==> src/logic/cap_slice_pkg.sv <==
// Purpose: constants and carriers for the switch port capability slice
// Assumes: config offsets are byte addresses of aligned dwords
// Notes: field positions are bit indices within the 32-bit dword
`default_nettype none
package cap_slice_pkg;
   // register offsets
   localparam logic [7:0] OFF_MSI_UPPER = 8'h54;
   localparam logic [7:0] OFF_MSI_DATA = 8'h58;
   localparam logic [7:0] OFF_PD_CTRL = 8'h5C;
   localparam logic [7:0] OFF_PD_WORD = 8'h60;
   localparam logic [7:0] OFF_VENDOR = 8'h64;
   localparam logic [7:0] OFF_TEST0 = 8'h68;
   localparam logic [7:0] OFF_TEST1 = 8'h6C;
   localparam logic [7:0] OFF_TIMERS = 8'h70;
   // capability headers
   localparam logic [7:0] PD_CAP_ID = 8'h03;
   localparam logic [7:0] PD_NEXT = 8'h64;
   localparam logic [7:0] VND_CAP_ID = 8'h09;
   localparam logic [7:0] VND_NEXT = 8'hB0;
   localparam logic [15:0] VND_LENGTH = 16'h0034;
   // reset values
   localparam logic [31:0] RST_ZERO = 32'h0000_0000;
   localparam logic [31:0] RST_TEST0 = 32'h0400_1060;
   localparam logic [31:0] RST_TEST1 = 32'h0400_0800;
   localparam logic [5:0] RST_PD_ADDR = 6'h00;
   localparam logic RST_PD_FLAG = 1'b0;
   // field layout
   localparam int PD_ADDR_W = 6;
   localparam int PD_ADDR_LSB = 18;
   localparam int PD_FLAG_BIT = 31;
   localparam int MSI_DATA_W = 16;
   localparam int REPLAY_W = 12;
   localparam int REPLAY_EN_BIT = 12;
   localparam int PM_DIS_BIT = 13;
   localparam int MSI_DIS_BIT = 14;
   localparam int ACK_LSB = 16;
   localparam int ACK_W = 14;
   localparam int ACK_EN_BIT = 30;
   localparam int VGA_BIT = 31;
   localparam int MSI_LO_LSB = 2;

   typedef struct packed {
      logic rd;
      logic wr;
      logic [7:0] addr;
      logic [3:0] be;
      logic [31:0] wdata;
   } cfg_req_t;

   typedef struct packed {
      logic [REPLAY_W-1:0] replay_val;
      logic replay_en;
      logic pm_cap_dis;
      logic msi_cap_dis;
      logic [ACK_W-1:0] ack_val;
      logic ack_en;
      logic vga_en;
   } timer_cfg_t;

   localparam timer_cfg_t TIMER_CFG_RST = '{
      replay_val: 12'h000, replay_en: 1'b0, pm_cap_dis: 1'b0,
      msi_cap_dis: 1'b0, ack_val: 14'h0000, ack_en: 1'b0, vga_en: 1'b1};

   typedef enum {PD_IDLE, PD_BUSY} pd_state_t;
endpackage
`default_nettype wire

==> src/logic/switch_port_capability_regs.sv <==
// Purpose: config-space slice: msi upper/data, product data over eeprom,
//    vendor header, test words, link timer overrides
// Assumes: eeprom controller and default loader share sys_clk
// Notes: absent registers read zero and ignore writes
// Function
// - 32-bit msi upper address, downstream, resets zero
// - msi target uses lower address bits 31:2
// - product data header id 03h, next 64h
// - six-bit table address in bits 23:18
// - flag 0 reads eeprom, sets 1 after
// - flag 1 writes eeprom, clears 0 after
// - data read returns last fetched dword
// - data write supplies dword stored, resets zero
// - vendor header id 09h, next B0h
// - vendor length 0034h in bits 31:16
// - 12-bit user replay value, resets zero
// - bit 12 selects user replay limit
// - 14-bit user ack latency, resets zero
// - bit 30 selects user ack latency
// - override defaults reloadable by loader port
// - read-only vga decode enable, resets one
// - read-only pm and msi disable bits
// - product data upstream only, msi downstream
// - 16-bit msi message data, upper reserved
`timescale 1ns/1ps
`default_nettype none
module switch_port_capability_regs #(
   parameter int UPSTREAM_PORT = 1
) (
   // clock and reset
   input wire logic sys_clk,
   input wire logic rst_n,
   // configuration access
   input wire cap_slice_pkg::cfg_req_t cfg_req,
   output logic [31:0] cfg_rdata,
   output logic cfg_rd_ack,
   // msi message generation
   input wire logic [31:0] msi_lower_addr,
   input wire logic msi_64bit_capable,
   output logic [63:0] msi_target_addr,
   output logic [cap_slice_pkg::MSI_DATA_W-1:0] msi_message_data,
   // eeprom controller
   output logic ee_req,
   output logic ee_write,
   output logic [cap_slice_pkg::PD_ADDR_W-1:0] ee_addr,
   output logic [31:0] ee_wdata,
   input wire logic ee_ack,
   input wire logic [31:0] ee_rdata,
   // default reload from smbus or eeprom auto-load
   input wire logic dflt_load,
   input wire cap_slice_pkg::timer_cfg_t dflt_value,
   // data link layer and decode controls
   output cap_slice_pkg::timer_cfg_t timer_cfg,
   output logic pd_busy
);

   // refused at elaboration, before any logic is built
   if (UPSTREAM_PORT != 0 && UPSTREAM_PORT != 1)
   begin
      $error("UPSTREAM_PORT must be 0 or 1");
   end

   localparam bit IS_UP = (UPSTREAM_PORT == 1);

   function automatic logic [31:0] merge(input logic [31:0] old_v,
                                         input logic [31:0] new_v,
                                         input logic [3:0] be);
      logic [31:0] r;
      r = old_v;
      for (int i = 0; i < 4; i++)
      begin
         if (be[i])
         begin
            r[i*8 +: 8] = new_v[i*8 +: 8];
         end
      end
      return r;
   endfunction

   function automatic logic wr_hit(input cap_slice_pkg::cfg_req_t q,
                                   input logic [7:0] off);
      return q.wr && (q.addr == off);
   endfunction

   function automatic logic [31:0] timer_word(
      input cap_slice_pkg::timer_cfg_t t);
      logic [31:0] w;
      w = cap_slice_pkg::RST_ZERO;
      w[cap_slice_pkg::REPLAY_W-1:0] = t.replay_val;
      w[cap_slice_pkg::REPLAY_EN_BIT] = t.replay_en;
      w[cap_slice_pkg::PM_DIS_BIT] = t.pm_cap_dis;
      w[cap_slice_pkg::MSI_DIS_BIT] = t.msi_cap_dis;
      w[cap_slice_pkg::ACK_LSB +: cap_slice_pkg::ACK_W] = t.ack_val;
      w[cap_slice_pkg::ACK_EN_BIT] = t.ack_en;
      w[cap_slice_pkg::VGA_BIT] = t.vga_en;
      return w;
   endfunction

   logic [31:0] msi_upper_reg;
   logic [cap_slice_pkg::MSI_DATA_W-1:0] msi_data_reg;
   logic [cap_slice_pkg::PD_ADDR_W-1:0] pd_addr_reg;
   logic pd_flag_reg;
   logic [31:0] pd_data_reg;
   logic [31:0] test0_reg;
   logic [31:0] test1_reg;
   cap_slice_pkg::timer_cfg_t timer_reg;
   cap_slice_pkg::pd_state_t pd_state_reg;
   logic [63:0] msi_addr_reg;
   logic [31:0] rdata_reg;
   logic rd_ack_reg;
   logic [31:0] rd_word;
   logic [31:0] timer_wr;
   logic [31:0] msi_data_wr;
   logic pd_idle;
   logic pd_start;

   assign pd_idle = (pd_state_reg == cap_slice_pkg::PD_IDLE);
   // requests arriving mid-cycle are dropped; software polls the flag
   assign pd_start = IS_UP && pd_idle && cfg_req.be[3] &&
                     wr_hit(cfg_req, cap_slice_pkg::OFF_PD_CTRL);
   assign timer_wr = merge(timer_word(timer_reg), cfg_req.wdata, cfg_req.be);
   // reserved upper half is never stored, so it reads back as zero
   assign msi_data_wr = merge({16'h0000, msi_data_reg}, cfg_req.wdata,
                              cfg_req.be);

   // msi registers exist only on downstream ports
   always_ff @(posedge sys_clk)
   begin
      if (!rst_n)
      begin
         msi_upper_reg <= cap_slice_pkg::RST_ZERO;
      end
      else if (!IS_UP && wr_hit(cfg_req, cap_slice_pkg::OFF_MSI_UPPER))
      begin
         msi_upper_reg <= merge(msi_upper_reg, cfg_req.wdata,
                                cfg_req.be);
      end
   end

   always_ff @(posedge sys_clk)
   begin
      if (!rst_n)
      begin
         msi_data_reg <= cap_slice_pkg::RST_ZERO[15:0];
      end
      else if (!IS_UP && wr_hit(cfg_req, cap_slice_pkg::OFF_MSI_DATA))
      begin
         msi_data_reg <=
            msi_data_wr[cap_slice_pkg::MSI_DATA_W-1:0];
      end
   end

   // upper half only counts when 64-bit addressing is advertised
   always_ff @(posedge sys_clk)
   begin
      if (!rst_n)
      begin
         msi_addr_reg <= {cap_slice_pkg::RST_ZERO, cap_slice_pkg::RST_ZERO};
      end
      else
      begin
         msi_addr_reg[63:32] <= msi_64bit_capable ? msi_upper_reg
                                : cap_slice_pkg::RST_ZERO;
         msi_addr_reg[31:0] <= {msi_lower_addr[31:cap_slice_pkg::MSI_LO_LSB],
                                2'h0};
      end
   end

   // product data state machine
   always_ff @(posedge sys_clk)
   begin
      if (!rst_n)
      begin
         pd_state_reg <= cap_slice_pkg::PD_IDLE;
      end
      else
      begin
         unique case (pd_state_reg)
            cap_slice_pkg::PD_IDLE:
            begin
               if (pd_start)
               begin
                  pd_state_reg <= cap_slice_pkg::PD_BUSY;
               end
            end
            cap_slice_pkg::PD_BUSY:
            begin
               if (ee_ack)
               begin
                  pd_state_reg <= cap_slice_pkg::PD_IDLE;
               end
            end
         endcase
      end
   end

   // flag holds the written direction while busy, inverts on completion
   always_ff @(posedge sys_clk)
   begin
      if (!rst_n)
      begin
         pd_flag_reg <= cap_slice_pkg::RST_PD_FLAG;
      end
      else if (pd_start)
      begin
         pd_flag_reg <= cfg_req.wdata[cap_slice_pkg::PD_FLAG_BIT];
      end
      else if (!pd_idle && ee_ack)
      begin
         pd_flag_reg <= ~pd_flag_reg;
      end
   end

   // address is frozen while a cycle runs so the eeprom sees one location
   always_ff @(posedge sys_clk)
   begin
      if (!rst_n)
      begin
         pd_addr_reg <= cap_slice_pkg::RST_PD_ADDR;
      end
      else if (IS_UP && pd_idle && cfg_req.be[2] &&
               wr_hit(cfg_req, cap_slice_pkg::OFF_PD_CTRL))
      begin
         pd_addr_reg <= cfg_req.wdata[cap_slice_pkg::PD_ADDR_LSB +:
                                      cap_slice_pkg::PD_ADDR_W];
      end
   end

   always_ff @(posedge sys_clk)
   begin
      if (!rst_n)
      begin
         pd_data_reg <= cap_slice_pkg::RST_ZERO;
      end
      else if (!pd_idle && ee_ack && !pd_flag_reg)
      begin
         pd_data_reg <= ee_rdata;
      end
      else if (IS_UP && pd_idle &&
               wr_hit(cfg_req, cap_slice_pkg::OFF_PD_WORD))
      begin
         pd_data_reg <= merge(pd_data_reg, cfg_req.wdata,
                              cfg_req.be);
      end
   end

   // test-only words, no effect in this slice
   always_ff @(posedge sys_clk)
   begin
      if (!rst_n)
      begin
         test0_reg <= cap_slice_pkg::RST_TEST0;
         test1_reg <= cap_slice_pkg::RST_TEST1;
      end
      else
      begin
         if (wr_hit(cfg_req, cap_slice_pkg::OFF_TEST0))
         begin
            test0_reg <= merge(test0_reg, cfg_req.wdata, cfg_req.be);
         end
         if (wr_hit(cfg_req, cap_slice_pkg::OFF_TEST1))
         begin
            test1_reg <= merge(test1_reg, cfg_req.wdata, cfg_req.be);
         end
      end
   end

   // loader beats software so a reload always lands whole
   always_ff @(posedge sys_clk)
   begin
      if (!rst_n)
      begin
         timer_reg <= cap_slice_pkg::TIMER_CFG_RST;
      end
      else if (dflt_load)
      begin
         timer_reg <= dflt_value;
      end
      else if (wr_hit(cfg_req, cap_slice_pkg::OFF_TIMERS))
      begin
         timer_reg.replay_val <=
            timer_wr[cap_slice_pkg::REPLAY_W-1:0];
         timer_reg.replay_en <=
            timer_wr[cap_slice_pkg::REPLAY_EN_BIT];
         timer_reg.ack_val <=
            timer_wr[cap_slice_pkg::ACK_LSB +: cap_slice_pkg::ACK_W];
         timer_reg.ack_en <= timer_wr[cap_slice_pkg::ACK_EN_BIT];
      end
   end

   always_comb
   begin
      rd_word = cap_slice_pkg::RST_ZERO;
      unique case (cfg_req.addr)
         cap_slice_pkg::OFF_MSI_UPPER:
            rd_word = IS_UP ? cap_slice_pkg::RST_ZERO : msi_upper_reg;
         cap_slice_pkg::OFF_MSI_DATA:
            rd_word = IS_UP ? cap_slice_pkg::RST_ZERO
                            : {16'h0000, msi_data_reg};
         cap_slice_pkg::OFF_PD_CTRL:
         begin
            if (IS_UP)
            begin
               rd_word[15:0] = {cap_slice_pkg::PD_NEXT,
                                cap_slice_pkg::PD_CAP_ID};
               rd_word[cap_slice_pkg::PD_ADDR_LSB +:
                       cap_slice_pkg::PD_ADDR_W] = pd_addr_reg;
               rd_word[cap_slice_pkg::PD_FLAG_BIT] = pd_flag_reg;
            end
         end
         cap_slice_pkg::OFF_PD_WORD:
            rd_word = IS_UP ? pd_data_reg : cap_slice_pkg::RST_ZERO;
         cap_slice_pkg::OFF_VENDOR:
            rd_word = {cap_slice_pkg::VND_LENGTH, cap_slice_pkg::VND_NEXT,
                       cap_slice_pkg::VND_CAP_ID};
         cap_slice_pkg::OFF_TEST0:
            rd_word = test0_reg;
         cap_slice_pkg::OFF_TEST1:
            rd_word = test1_reg;
         cap_slice_pkg::OFF_TIMERS:
            rd_word = timer_word(timer_reg);
         default:
            rd_word = cap_slice_pkg::RST_ZERO;
      endcase
   end

   always_ff @(posedge sys_clk)
   begin
      if (!rst_n)
      begin
         rdata_reg <= cap_slice_pkg::RST_ZERO;
         rd_ack_reg <= 1'b0;
      end
      else
      begin
         rd_ack_reg <= cfg_req.rd;
         if (cfg_req.rd)
         begin
            rdata_reg <= rd_word;
         end
      end
   end

   assign cfg_rdata = rdata_reg;
   assign cfg_rd_ack = rd_ack_reg;
   assign msi_target_addr = msi_addr_reg;
   assign msi_message_data = msi_data_reg;
   assign ee_req = !pd_idle;
   assign ee_write = pd_flag_reg;
   assign ee_addr = pd_addr_reg;
   assign ee_wdata = pd_data_reg;
   assign timer_cfg = timer_reg;
   assign pd_busy = !pd_idle;
endmodule
`default_nettype wire

==> config.mk <==
export PLATFORM = sky130hd
export DESIGN_NAME = switch_port_capability_regs
export DESIGN_NICKNAME = d
export VERILOG_FILES = /design/src/logic/cap_slice_pkg.sv /design/src/logic/switch_port_capability_regs.sv
export SDC_FILE = /design/constraint.sdc
export NUM_CORES = 1
export LEC_CHECK = 0
export BUFFER_PORTS_ARGS = -buffer_cell sky130_fd_sc_hd__clkbuf_2
export CAP_MARGIN = 20
export CORE_UTILIZATION = 54
export DETAILED_ROUTE_END_ITERATION = 10
export PLACE_DENSITY_LB_ADDON = 0.2
export SLEW_MARGIN = 30
export SYNTH_ARGS = -nofsm -noshare
export SYNTH_HDL_FRONTEND = slang
export SYNTH_SLANG_ARGS = --single-unit
export TNS_END_PERCENT = 100
==> constraint.sdc <==
create_clock -name sys_clk -period 4.1 [get_ports sys_clk]
set_clock_uncertainty 0.2 [all_clocks]
set_input_delay 0.41 -clock sys_clk [delete_from_list [all_inputs] [get_ports sys_clk]]
set_output_delay 0.41 -clock sys_clk [all_outputs]
set_load 0.005 [all_outputs]
==> summary.txt, run 1 <==
Status
  – Status: complete, no violations

Logic synthesis
  – Synthesized cell area: ~9000 sq um
  – Synth area leaders: dfxtp_1 (44%), mux2i_1 (14%), nand2_1 (5.5%)
  – Mapped Avg Cell Area: 9.46 sq um
  – Synth warn: 0
  – Synth Register Bits: 198
  – Netlist cell types: 53
  – Async SR Flop Fraction: 0%
  – Post-synth EDFFs: 0
  – Post-synth top area share: 43.9%
  – Post-synth top area cell: dfxtp_1
  – Post-Synthesis Cells: 955
  – Top_reg_cell synth: dfxtp_1
  – Sequential element share of the synthesized area: about 44%

Worst setup path
  – Reg2reg start: pd_state_reg[0]
  – Crit path largest cell delay: approximately 0.7 ns
  – Crit-path cells: clkbuf_2 > or4b_1 > buf_4 > nor4_2 > nand3_1 > nand2_1 > nand3_1
  – CP startpoint: cfg_req[37]
  – WP data required: 4.17 ns
  – Worst Path Class, Setup: in -> reg
  – Element type at the critical path start: primary input
  – Critical Path Sink Type: flop
  – Worst-case reg-to-reg path depth: 6
  – Worst path slowest cell: nor4_2
  – CP max FO: 18
  – Arrival time worst endpoint: 2.74 ns
  – CP most frequent cell: nand3_1

Clock tree
  – Clk buf depth: 2
  – Clock latency on the worst-skew pair: 0.43 ns
  – H-tree levels: 4
  – Post-CTS setup repair buffer count: 0
  – Clock transition at path regs: roughly 0.070 ns
  – Clock root buffer: clkbuf_16
  – # clock sinks: 198
  – CTS tree: built
  – CTS buffer count: 17

Worst hold path
  – Class of the worst hold path: in -> reg
  – Hold path startpoint: cfg_req[13]
  – Hold path depth: 3

Cells and area
  – Diode count: 0
  – Most frequent cells in the layout: clkbuf_2 (276), dfxtp_1 (198), nand2_1 (133)
  – Finished Layout Cells: approximately 1500
  – Layout area overhead: 25.0%
  – Filler instances: 1348
  – Share of layout cells above drive strength 1: 28.6%
  – Most common cell after layout, fill and taps aside: clkbuf_2
  – Layout Nets: 1384

Detailed routing
  – Initial DRC count: 650
  – Drt wl/cell: 18.1 um
  – Antenna-violating nets left: 0
  – Post-DR vias/cell: approximately 5.5
  – DR vias: 8065
  – WL final: around 27 mm
  – DRC violations left: 0
  – Drt pass-1 iters: 5

STA
  – Least-Margin Pin Slew: around 0.99 ns
  – Fmax: about 0.38 GHz
  – Final hold slack: about 0.038 ns
  – Slew Limit Fails: 0
  – Final period util: about 65%
  – Final hold viol count: 0
  – RSZ-0062 raised after global routing: no
  – Endpoints failing setup: 0
  – Worst slew margin: 33.3%
  – Final worst path period need: 2.67 ns
  – Setup TNS: 0 ns

Global routing
  – Vias in the first global route: ~7700
  – Total congestion overflow: 0
  – Initial antenna violation count: 0
  – First-pass GRT wire length: 41.6 mm
  – Global-route usage over all layers: slightly above 30%
  – Largest net degree at the start of global routing: around 80

Die
  – DIE WIDTH: between 100 and 150 um
  – Core Region: between 15000 and 20000 sq um
  – FP Rows: 46
  – Die Area: about 17000 sq um
  – I/O pins: between 300 and 400
  – Initial core utilization: between 50% and 60%
  – Die height: 131 um

Pwr
  – Pwr dens: 358 nW/um^2
  – P_leak: 0.00540 uW
  – Design Power: 4040 uW
  – Maximum vdd drop: around 0.30 mV
  – Sw Pwr: 961 uW
  – Sequential share of power: 49.2%
  – Int Pwr: 3080 uW
  – Clock power share: 41.8%
  – Switching Fraction: between 20% and 30%
  – Combinational share of power: between 8 and 9%

Placed design
  – Hpwl dp: 18.0 mm
  – GPL Wtd Cong: about 0.82
  – DP Cell Count: 1404
  – Port Buffer Count: 277

Job
  – Max-Cap Viols: 0
==> metrics by stage <==
step / cell area, sq um / setup slack, ns / util (%)
floorplan: 9220 / 1.76 / -
global placement: 10400 / 1.06 / 64.6
detailed placement: 10400 / 1.04 / 64.6
CTS: 11300 / 1.44 / 70.1
global route: 11300 / 1.33 / 70.1
finish: 11300 / 1.43 / 70.1
==> repair_timing <==
action | in CTS | in global routing
hold endpoints to repair | 31 | 0
hold buffers | 31 | 0
gates resized for setup | 0 | 0
==> synth_stat cells, drive strengths merged, types with 2 or more instances <==
cell type,n
inv,4
dfxtp,198
a22o,23
o22ai,9
a32o,2
mux2,7
and2,31
nor3,10
clkbuf,45
o41ai,2
a22oi,9
nand2,133
a221o,2
o31ai,5
o211a,33
a21boi,28
mux2i,130
o21ai,55
a21oi,54
nor4,2
o22a,4
nor2,28
nor2b,43
buf,67
nand3,12
==> area by class of cell <==
cell class / instances / area (sq um) / share of cell area [%]
sequential: 198 / 3960 / 35.1
tap: 216 / 270 / 2.39
timing repair buffer: 327 / 1840 / 16.3
clock buffer: 19 / 433 / 3.83
inverter: 4 / 15.0 / 0.133
multi-input combinational: 690 / 4620 / 40.9
clock inverter: 11 / 149 / 1.32
==> worst max-delay path, delay by kind of cell <==
kind,cells,cell delay (ns)
AND/OR/NAND/NOR,5,1.98
buffers and inverters,2,0.34
==> cells by family after synthesis <==
logic type / synth area share, %
other: 0.0415
multiplexers: 15.3
AND/OR/NAND/NOR: 15.8
AO/OA/AOI/OAI: 17.8
flip-flops: 43.9
buffers and inverters: 7.16
XOR/XNOR: 0.0969
==> metal layers <==
metal / vias to the layer above / global-route usage (%) / part of all wire, %
li1: 3820 / - / -
met1: 3823 / 39.4 / 43
met2: 378 / 51.5 / 48
met3: 44 / 6.60 / 6.9
met4: 0 / 9.43 / 2.1
met5: - / 0 / 0
==> path summary, 6_finish.rpt <==
path,to,slack (ns)
min,test0_reg[13],0.04
min reg2reg,cfg_rdata[15],0.24
max reg2reg,ee_wdata[2],1.53
max,test0_reg[26],1.43
==> power groups by stage <==
stage          Sequential (uW)  Clock, uW  Combinational (uW)
2_1_floorplan             2030          0                 193
3_3_place_gp              2030          0                 325
3_5_place_dp              2030          0                 330
4_1_cts                   1990       1710                 354
5_1_grt                   1990       1790                 393
6_report                  1990       1690                 360
Power figures use the tool's default switching activity.
==> run 2, diff against run 1 <==
CORE_UTILIZATION = 45   (was 54)
clock period = 2.2 ns   (was 4.1 ns; I/O delays follow)
==> summary.txt, run 2 (synthesized netlist as in run 1, its figures left out) <==
STA
  – Final worst path period need: 2.14 ns
  – Fmax: 0.466 GHz
  – Slew Limit Fails: 0 (unchanged)
  – Setup TNS: 0 ns (unchanged)
  – Least-Margin Pin Slew: 0.588 ns (-0.400 ns)
  – Endpoints failing setup: 0 (unchanged)
  – Final period util: 97.5%
  – Final hold viol count: 0 (unchanged)
  – Final hold slack: 0.0299 ns (-0.00765 ns)
  – RSZ-0062 raised after global routing: no
  – Worst slew margin: 60.8% (+28 points)

Global routing
  – Largest net degree at the start of global routing: 107 (+32%)
  – Total congestion overflow: 0 (unchanged)
  – Initial antenna violation count: 0 (unchanged)
  – First-pass GRT wire length: 43.0 mm (+3.4%)
  – Global-route usage over all layers: 27.5% (-3.2 points)
  – Vias in the first global route: 8186 (+5.9%)

Clock tree
  – Clock root buffer: clkbuf_16
  – # clock sinks: 198 (unchanged)
  – Clock latency on the worst-skew pair: 0.44 ns (about the same)
  – H-tree levels: 4 (unchanged)
  – CTS tree: built
  – CTS buffer count: 17 (unchanged)
  – Clock transition at path regs: 0.07 ns (about the same)
  – Post-CTS setup repair buffer count: 0 (unchanged)
  – Clk buf depth: 2 (unchanged)

Worst setup path
  – Element type at the critical path start: primary input
  – WP data required: 2.32 ns (-1.85 ns)
  – Worst Path Class, Setup: in -> reg
  – FF-to-FF setup slack: 0.31 ns (-1.22 ns)
  – Arrival time worst endpoint: 2.26 ns (-0.48 ns)
  – Critical Path Sink Type: flop
  – CP max FO: 5 (-13)

Detailed routing
  – Post-DR vias/cell: 5.10 (-7.4%)
  – Antenna-violating nets left: 0 (unchanged)
  – WL final: 28.6 mm (+7.7%)
  – DRC violations left: 0 (unchanged)
  – DR vias: 8500 (+5.4%)
  – Drt pass-1 iters: 5 (unchanged)
  – Initial DRC count: 490 (-25%)
  – Drt wl/cell: 17.2 um (-5.4%)

Die
  – Core Region: 19600 sq um (+22%)
  – Die height: 144 um (+9.4%)
  – I/O pins: 331 (unchanged)
  – FP Rows: 51 (+11%)
  – Die Area: 20700 sq um (+20%)
  – DIE WIDTH: 144 um (+9.4%)
  – Initial core utilization: 46.1% (-9.9 points)

Pwr
  – Design Power: 7710 uW (+91%)
  – Switching Fraction: 25.2% (+1.4 points)
  – Sequential share of power: 48.1% (-1.1 points)
  – Clock power share: 40.7% (-1.1 points)
  – Pwr dens: 599 nW/um^2 (+67%)
  – P_leak: 0.00610 uW (+13%)
  – Int Pwr: 5760 uW (+87%)
  – Maximum vdd drop: 0.493 mV (+64%)
  – Sw Pwr: 1940 uW (+100%)
  – Combinational share of power: 11.2% (+2.3 points)

Cells and area
  – Layout area overhead: 42.4%
  – Layout Nets: 1535 (+11%)
  – Most common cell after layout, fill and taps aside: clkbuf_2
  – Final design utilization: 65.7% (-4.4 points)
  – Most frequent cells in the layout: clkbuf_2 (276), dfxtp_1 (198), dlygate4sd3_1 (134)
  – Diode count: 0 (unchanged)
  – Share of layout cells above drive strength 1: 29.2% (+0.66 points)
  – Finished Layout Cells: 1667 (+14%)
  – Filler instances: 1589 (+18%)

Job
  – Max-Cap Viols: 0 (unchanged)

Placed design
  – DP Cell Count: 1501 (+6.9%)
  – GPL Wtd Cong: 0.824 (+0.78%)
  – Port Buffer Count: 277 (unchanged)
  – Hpwl dp: 19.2 mm (+7.0%)

Worst hold path
  – Class of the worst hold path: in -> reg

Status
  – Status: complete, no violations
run 2: what timing repair did:
| action | CTS | global route |
|---|---|---|
| resized for setup | 0 | 1 |
| setup endpoints to repair | 0 | 3 |
| hold buffers | 134 | 0 |
| hold endpoints to repair | 168 | 0 |
run 2: worst paths after layout:
check / endpoint / startpoint / cells after the start
setup / recovery: timer_cfg[18] / cfg_req[37] / 8
hold / removal: timer_cfg[16] / dflt_load / 3
setup reg to reg: ee_wdata[23] / pd_state_reg[0] / 6
hold reg to reg: cfg_rdata[15] / cfg_rdata[15] / 2
run 2: layout make-up:
class / instances / area (sq um) / area share (%)
clock buffers: 19 / 453 / 3.52
clock inverters: 13 / 136 / 1.06
repair buffers: 478 / 3350 / 26.0
well taps: 265 / 332 / 2.58
flip-flops and latches: 198 / 3960 / 30.8
multi-input cells: 690 / 4630 / 35.9
inverters: 4 / 15.0 / 0.117
run 2: power groups by stage:
stage	registers, uW	logic (uW)	clock network, uW
finish	3710	863	3140
global route	3710	938	3340
CTS	3700	846	3190
detailed placement	3790	655	0
global placement	3790	648	0
floorplan	3790	359	0
run 2: critical path, cell delays in order:
cell	delay, ns
clkbuf_2	0.09
or4b_4	0.57
buf_4	0.17
nor3_2	0.15
buf_4	0.19
mux2i_1	0.21
a21oi_1	0.09
dlygate4sd3_1	0.57
run 2: through the flow:
step | worst slack (ns) | instance area, sq um
after floorplan | 0.0475 | 9220
after detailed placement | -0.202 | 10900
after global placement | -0.192 | 10900
final | 0.0553 | 12900
after CTS | 0.0272 | 12900
after global routing | 0.00247 | 12900
run 2: routing by layer:
layer  wire length, um  vias up  global-route usage (%)
met2             13900      305                    47.0
met3              1490       53                    5.73
met4               736        0                    9.91
met1             12400     4010                    34.2
met5                 0        -                       0
li1                  -     4132                       -
==> run 3, diff against run 2 <==
ABC_AREA = 1   (was unset)
==> summary.txt, run 3 <==
Status
  – Status: complete, no violations

Cells and area
  – Most frequent cells in the layout: clkbuf_2 (276), dfxtp_1 (198), nand2_1 (194)
  – Most common cell after layout, fill and taps aside: clkbuf_2
  – Finished Layout Cells: 1890 (+13%)
  – Share of layout cells above drive strength 1: 25.0% (-4.2 points)
  – Layout area overhead: 37.7%
  – Layout Nets: 1758 (+15%)
  – Diode count: 0 (unchanged)

Logic synthesis
  – Netlist cell types: 30 (-43%)
  – Async SR Flop Fraction: 0% (unchanged)
  – Synth warn: 0 (unchanged)
  – Post-synth top area cell: dfxtp_1
  – Top_reg_cell synth: dfxtp_1
  – Mapped Avg Cell Area: 7.32 sq um (-23%)
  – Synth area leaders: dfxtp_1 (44%), o21ai_0 (9.6%), nand2_1 (8.1%)
  – Synthesized cell area: 8990 sq um (-0.57%)
  – Synth top cells by count: dfxtp_1 (198), nand2_1 (194), o21ai_0 (172), nor2_1 (125), a21oi_1 (110)
  – Most instantiated library cell after synthesis: dfxtp_1
  – Sequential element share of the synthesized area: 44.1% (+0.25 points)
  – Post-synth top area share: 44.1% (+0.25 points)
  – Post-Synthesis Cells: 1228 (+29%)
  – Synth Register Bits: 198 (unchanged)
  – Post-synth EDFFs: 0 (unchanged)

Die
  – DIE WIDTH: 143 um (-0.28%)
  – Initial core utilization: 46.0% (-0.11 points)
  – I/O pins: 331 (unchanged)
  – Core Region: 19500 sq um (-0.33%)
  – Die Area: 20500 sq um (-0.56%)
  – Die height: 143 um (-0.28%)
  – FP Rows: 51 (unchanged)

Global routing
  – Met3 Resource Use GR: 5.20% (-0.53 points)
  – Global Route met1 Usage: 38.8% (+4.7 points)
  – Initial antenna violation count: 0 (unchanged)
  – Vias in the first global route: 8913 (+8.9%)
  – Met2 usage: 49.1% (+2.2 points)
  – Largest net degree at the start of global routing: 69 (-36%)
  – Global-route usage over all layers: 29.9% (+2.4 points)
  – Grt peak-use layer: met2
  – First-pass GRT wire length: 46.9 mm (+9.0%)
  – Total congestion overflow: 0 (unchanged)

Clock tree
  – Post-CTS setup repair buffer count: 0 (unchanged)
  – Clk buf depth: 2 (unchanged)
  – # clock sinks: 198 (unchanged)
  – Clock latency on the worst-skew pair: 0.44 ns (about the same)
  – Clock root buffer: clkbuf_16
  – H-tree levels: 4 (unchanged)
  – Clock transition at path regs: 0.07 ns (about the same)
  – CTS buffer count: 17 (unchanged)
  – CTS tree: built

Placed design
  – Hpwl dp: 19.7 mm (+2.3%)
  – Pre-CTS WS: 0.138 ns (+0.340 ns)
  – GPL Wtd Cong: 0.856 (+3.9%)
  – DP Cell Count: 1730 (+15%)
  – Port Buffer Count: 277 (unchanged)

Worst setup path
  – Worst-case reg-to-reg path depth: 7 (+1)
  – WP data required: 2.33 ns (about the same)
  – Element type at the critical path start: primary input
  – CP max FO: 13 (+8)
  – Worst Path Class, Setup: in -> reg
  – Arrival time worst endpoint: 2.28 ns (+0.02 ns)
  – Crit-path cells: dlygate4sd3_1 > clkbuf_2 > nand3_2 > buf_6 > mux2_2 > dlygate4sd3_1 > nor2_1 > nor2_1
  – Critical Path Sink Type: flop
  – Crit-path leading delay family: buffers and inverters
  – Worst path slowest cell: dlygate4sd3_1
  – Buffer and inverter count on the worst path: 4 (unchanged)
  – R2R Path End: ee_wdata[26]
  – Reg2reg start: pd_state_reg[0]
  – Crit path largest cell delay: 0.57 ns (about the same)
  – FF-to-FF setup slack: 0.07 ns (-0.24 ns)

STA
  – Least-Margin Pin Slew: 0.546 ns (-0.0416 ns)
  – Fmax: 0.466 GHz (-0.11%)
  – Setup TNS: 0 ns (unchanged)
  – Final worst path period need: 2.15 ns (+0.00228 ns)
  – Final period util: 97.6% (+0.10 points)
  – Slew Limit Fails: 0 (unchanged)
  – Final worst setup slack: 0.0530 ns (-0.00228 ns)
  – RSZ-0062 raised after global routing: no
  – Endpoints failing setup: 0 (unchanged)
  – Final hold viol count: 0 (unchanged)
  – Worst slew margin: 63.5% (+2.7 points)

Worst hold path
  – Hold path depth: 3 (unchanged)
  – Hold path startpoint: cfg_req[32]
  – Worst Hold Path EP: test0_reg[3]
  – Class of the worst hold path: in -> reg

Detailed routing
  – DRC violations left: 0 (unchanged)
  – Drt wl/cell: 16.4 um (-4.6%)
  – Post-DR vias/cell: 5.08 (-0.35%)
  – DR vias: 9603 (+13%)
  – Initial DRC count: 693 (+41%)
  – WL final: 30.9 mm (+8.1%)
  – Antenna-violating nets left: 0 (unchanged)
  – Drt pass-1 iters: 6 (+1)

Pwr
  – P_leak: 0.00606 uW (-0.63%)
  – Maximum vdd drop: 0.560 mV (+14%)
  – Pwr dens: 621 nW/um^2 (+3.8%)
  – Design Power: 7690 uW (-0.24%)

Job
  – Max-Cap Viols: 0 (unchanged)
run 3: cell count changes after synthesis, moves of 61 or more:
| cell | previous run | this run |
|---|---|---|
| nor2_1 | 20 | 125 |
| o21ai_0 | 55 | 172 |
| nand3_1 | 12 | 102 |
| inv_1 | 4 | 109 |
| nand2_1 | 133 | 194 |
| mux2i_1 | 130 | 0 |
run 3: worst reg2reg max path: stages, from the launching register on:
cell           delay, ns
dfxtp_1             0.31
buf_4               0.15
nand3_2             0.11
buf_6               0.19
mux2_2              0.36
dlygate4sd3_1       0.57
nor2_1              0.10
nor2_1              0.05
run 3: cells by family after synthesis:
| logic type | share of synthesized area, % |
|---|---|
| AND/OR/NAND/NOR | 21.8 |
| multiplexers | 4.01 |
| buffers and inverters | 12.8 |
| other | 0.0417 |
| flip-flops | 44.1 |
| AO/OA/AOI/OAI | 17.3 |
run 3: repair_timing:
item	4_1_cts	5_1_grt
resized for setup	0	1
hold buffers	128	0
setup endpoints to repair	0	1
endpoints found under the hold margin	165	0
run 3: report_power, final:
| part | total (uW) | switching, uW | internal [uW] |
|---|---|---|---|
| combinational | 860 | 452 | 408 |
| sequential | 3700 | 44.2 | 3660 |
| clock | 3130 | 1490 | 1630 |
| total | 7690 | 1990 | 5700 |
run 3: cell type report:
type | count | area, sq um
Multi-Input combinational cell | 837 | 4060
Inverter | 126 | 473
Clock inverter | 13 | 138
Fill cell | 1724 | 7150
Tap cell | 265 | 332
Clock buffer | 19 | 443
Timing Repair Buffer | 432 | 2960
Sequential cell | 198 | 3960
run 3: routing by layer:
| metal | share of wire [%] | wire (um) |
|---|---|---|
| met3 | 7.9 | 2440 |
| met4 | 2.9 | 886 |
| met2 | 47 | 14400 |
| met1 | 43 | 13200 |
| met5 | 0 | 0 |
run 3: through the flow:
stage	util [%]	area [sq um]	hold WS (ns)
4_1_cts	63.4	12400	0.00727
3_3_place_gp	53.8	10500	0.200
3_5_place_dp	53.8	10500	0.205
5_1_grt	63.4	12400	0.0289
2_1_floorplan	-	9170	0.118
6_report	63.4	12400	0.0280
run 3: worst max path at each step:
stage | startpoint | to | slack [ns] | cells after the start
2_1_floorplan | ee_write | ee_wdata[0] | 0.62 | 6
3_3_place_gp | cfg_req[43] | ee_wdata[1] | 0.14 | 10
3_5_place_dp | cfg_req[40] | ee_wdata[6] | 0.14 | 10
4_1_cts | ee_ack | ee_wdata[26] | 0.06 | 8
5_1_grt | ee_ack | ee_wdata[26] | 0.03 | 8
6_report | ee_ack | ee_wdata[26] | 0.05 | 8
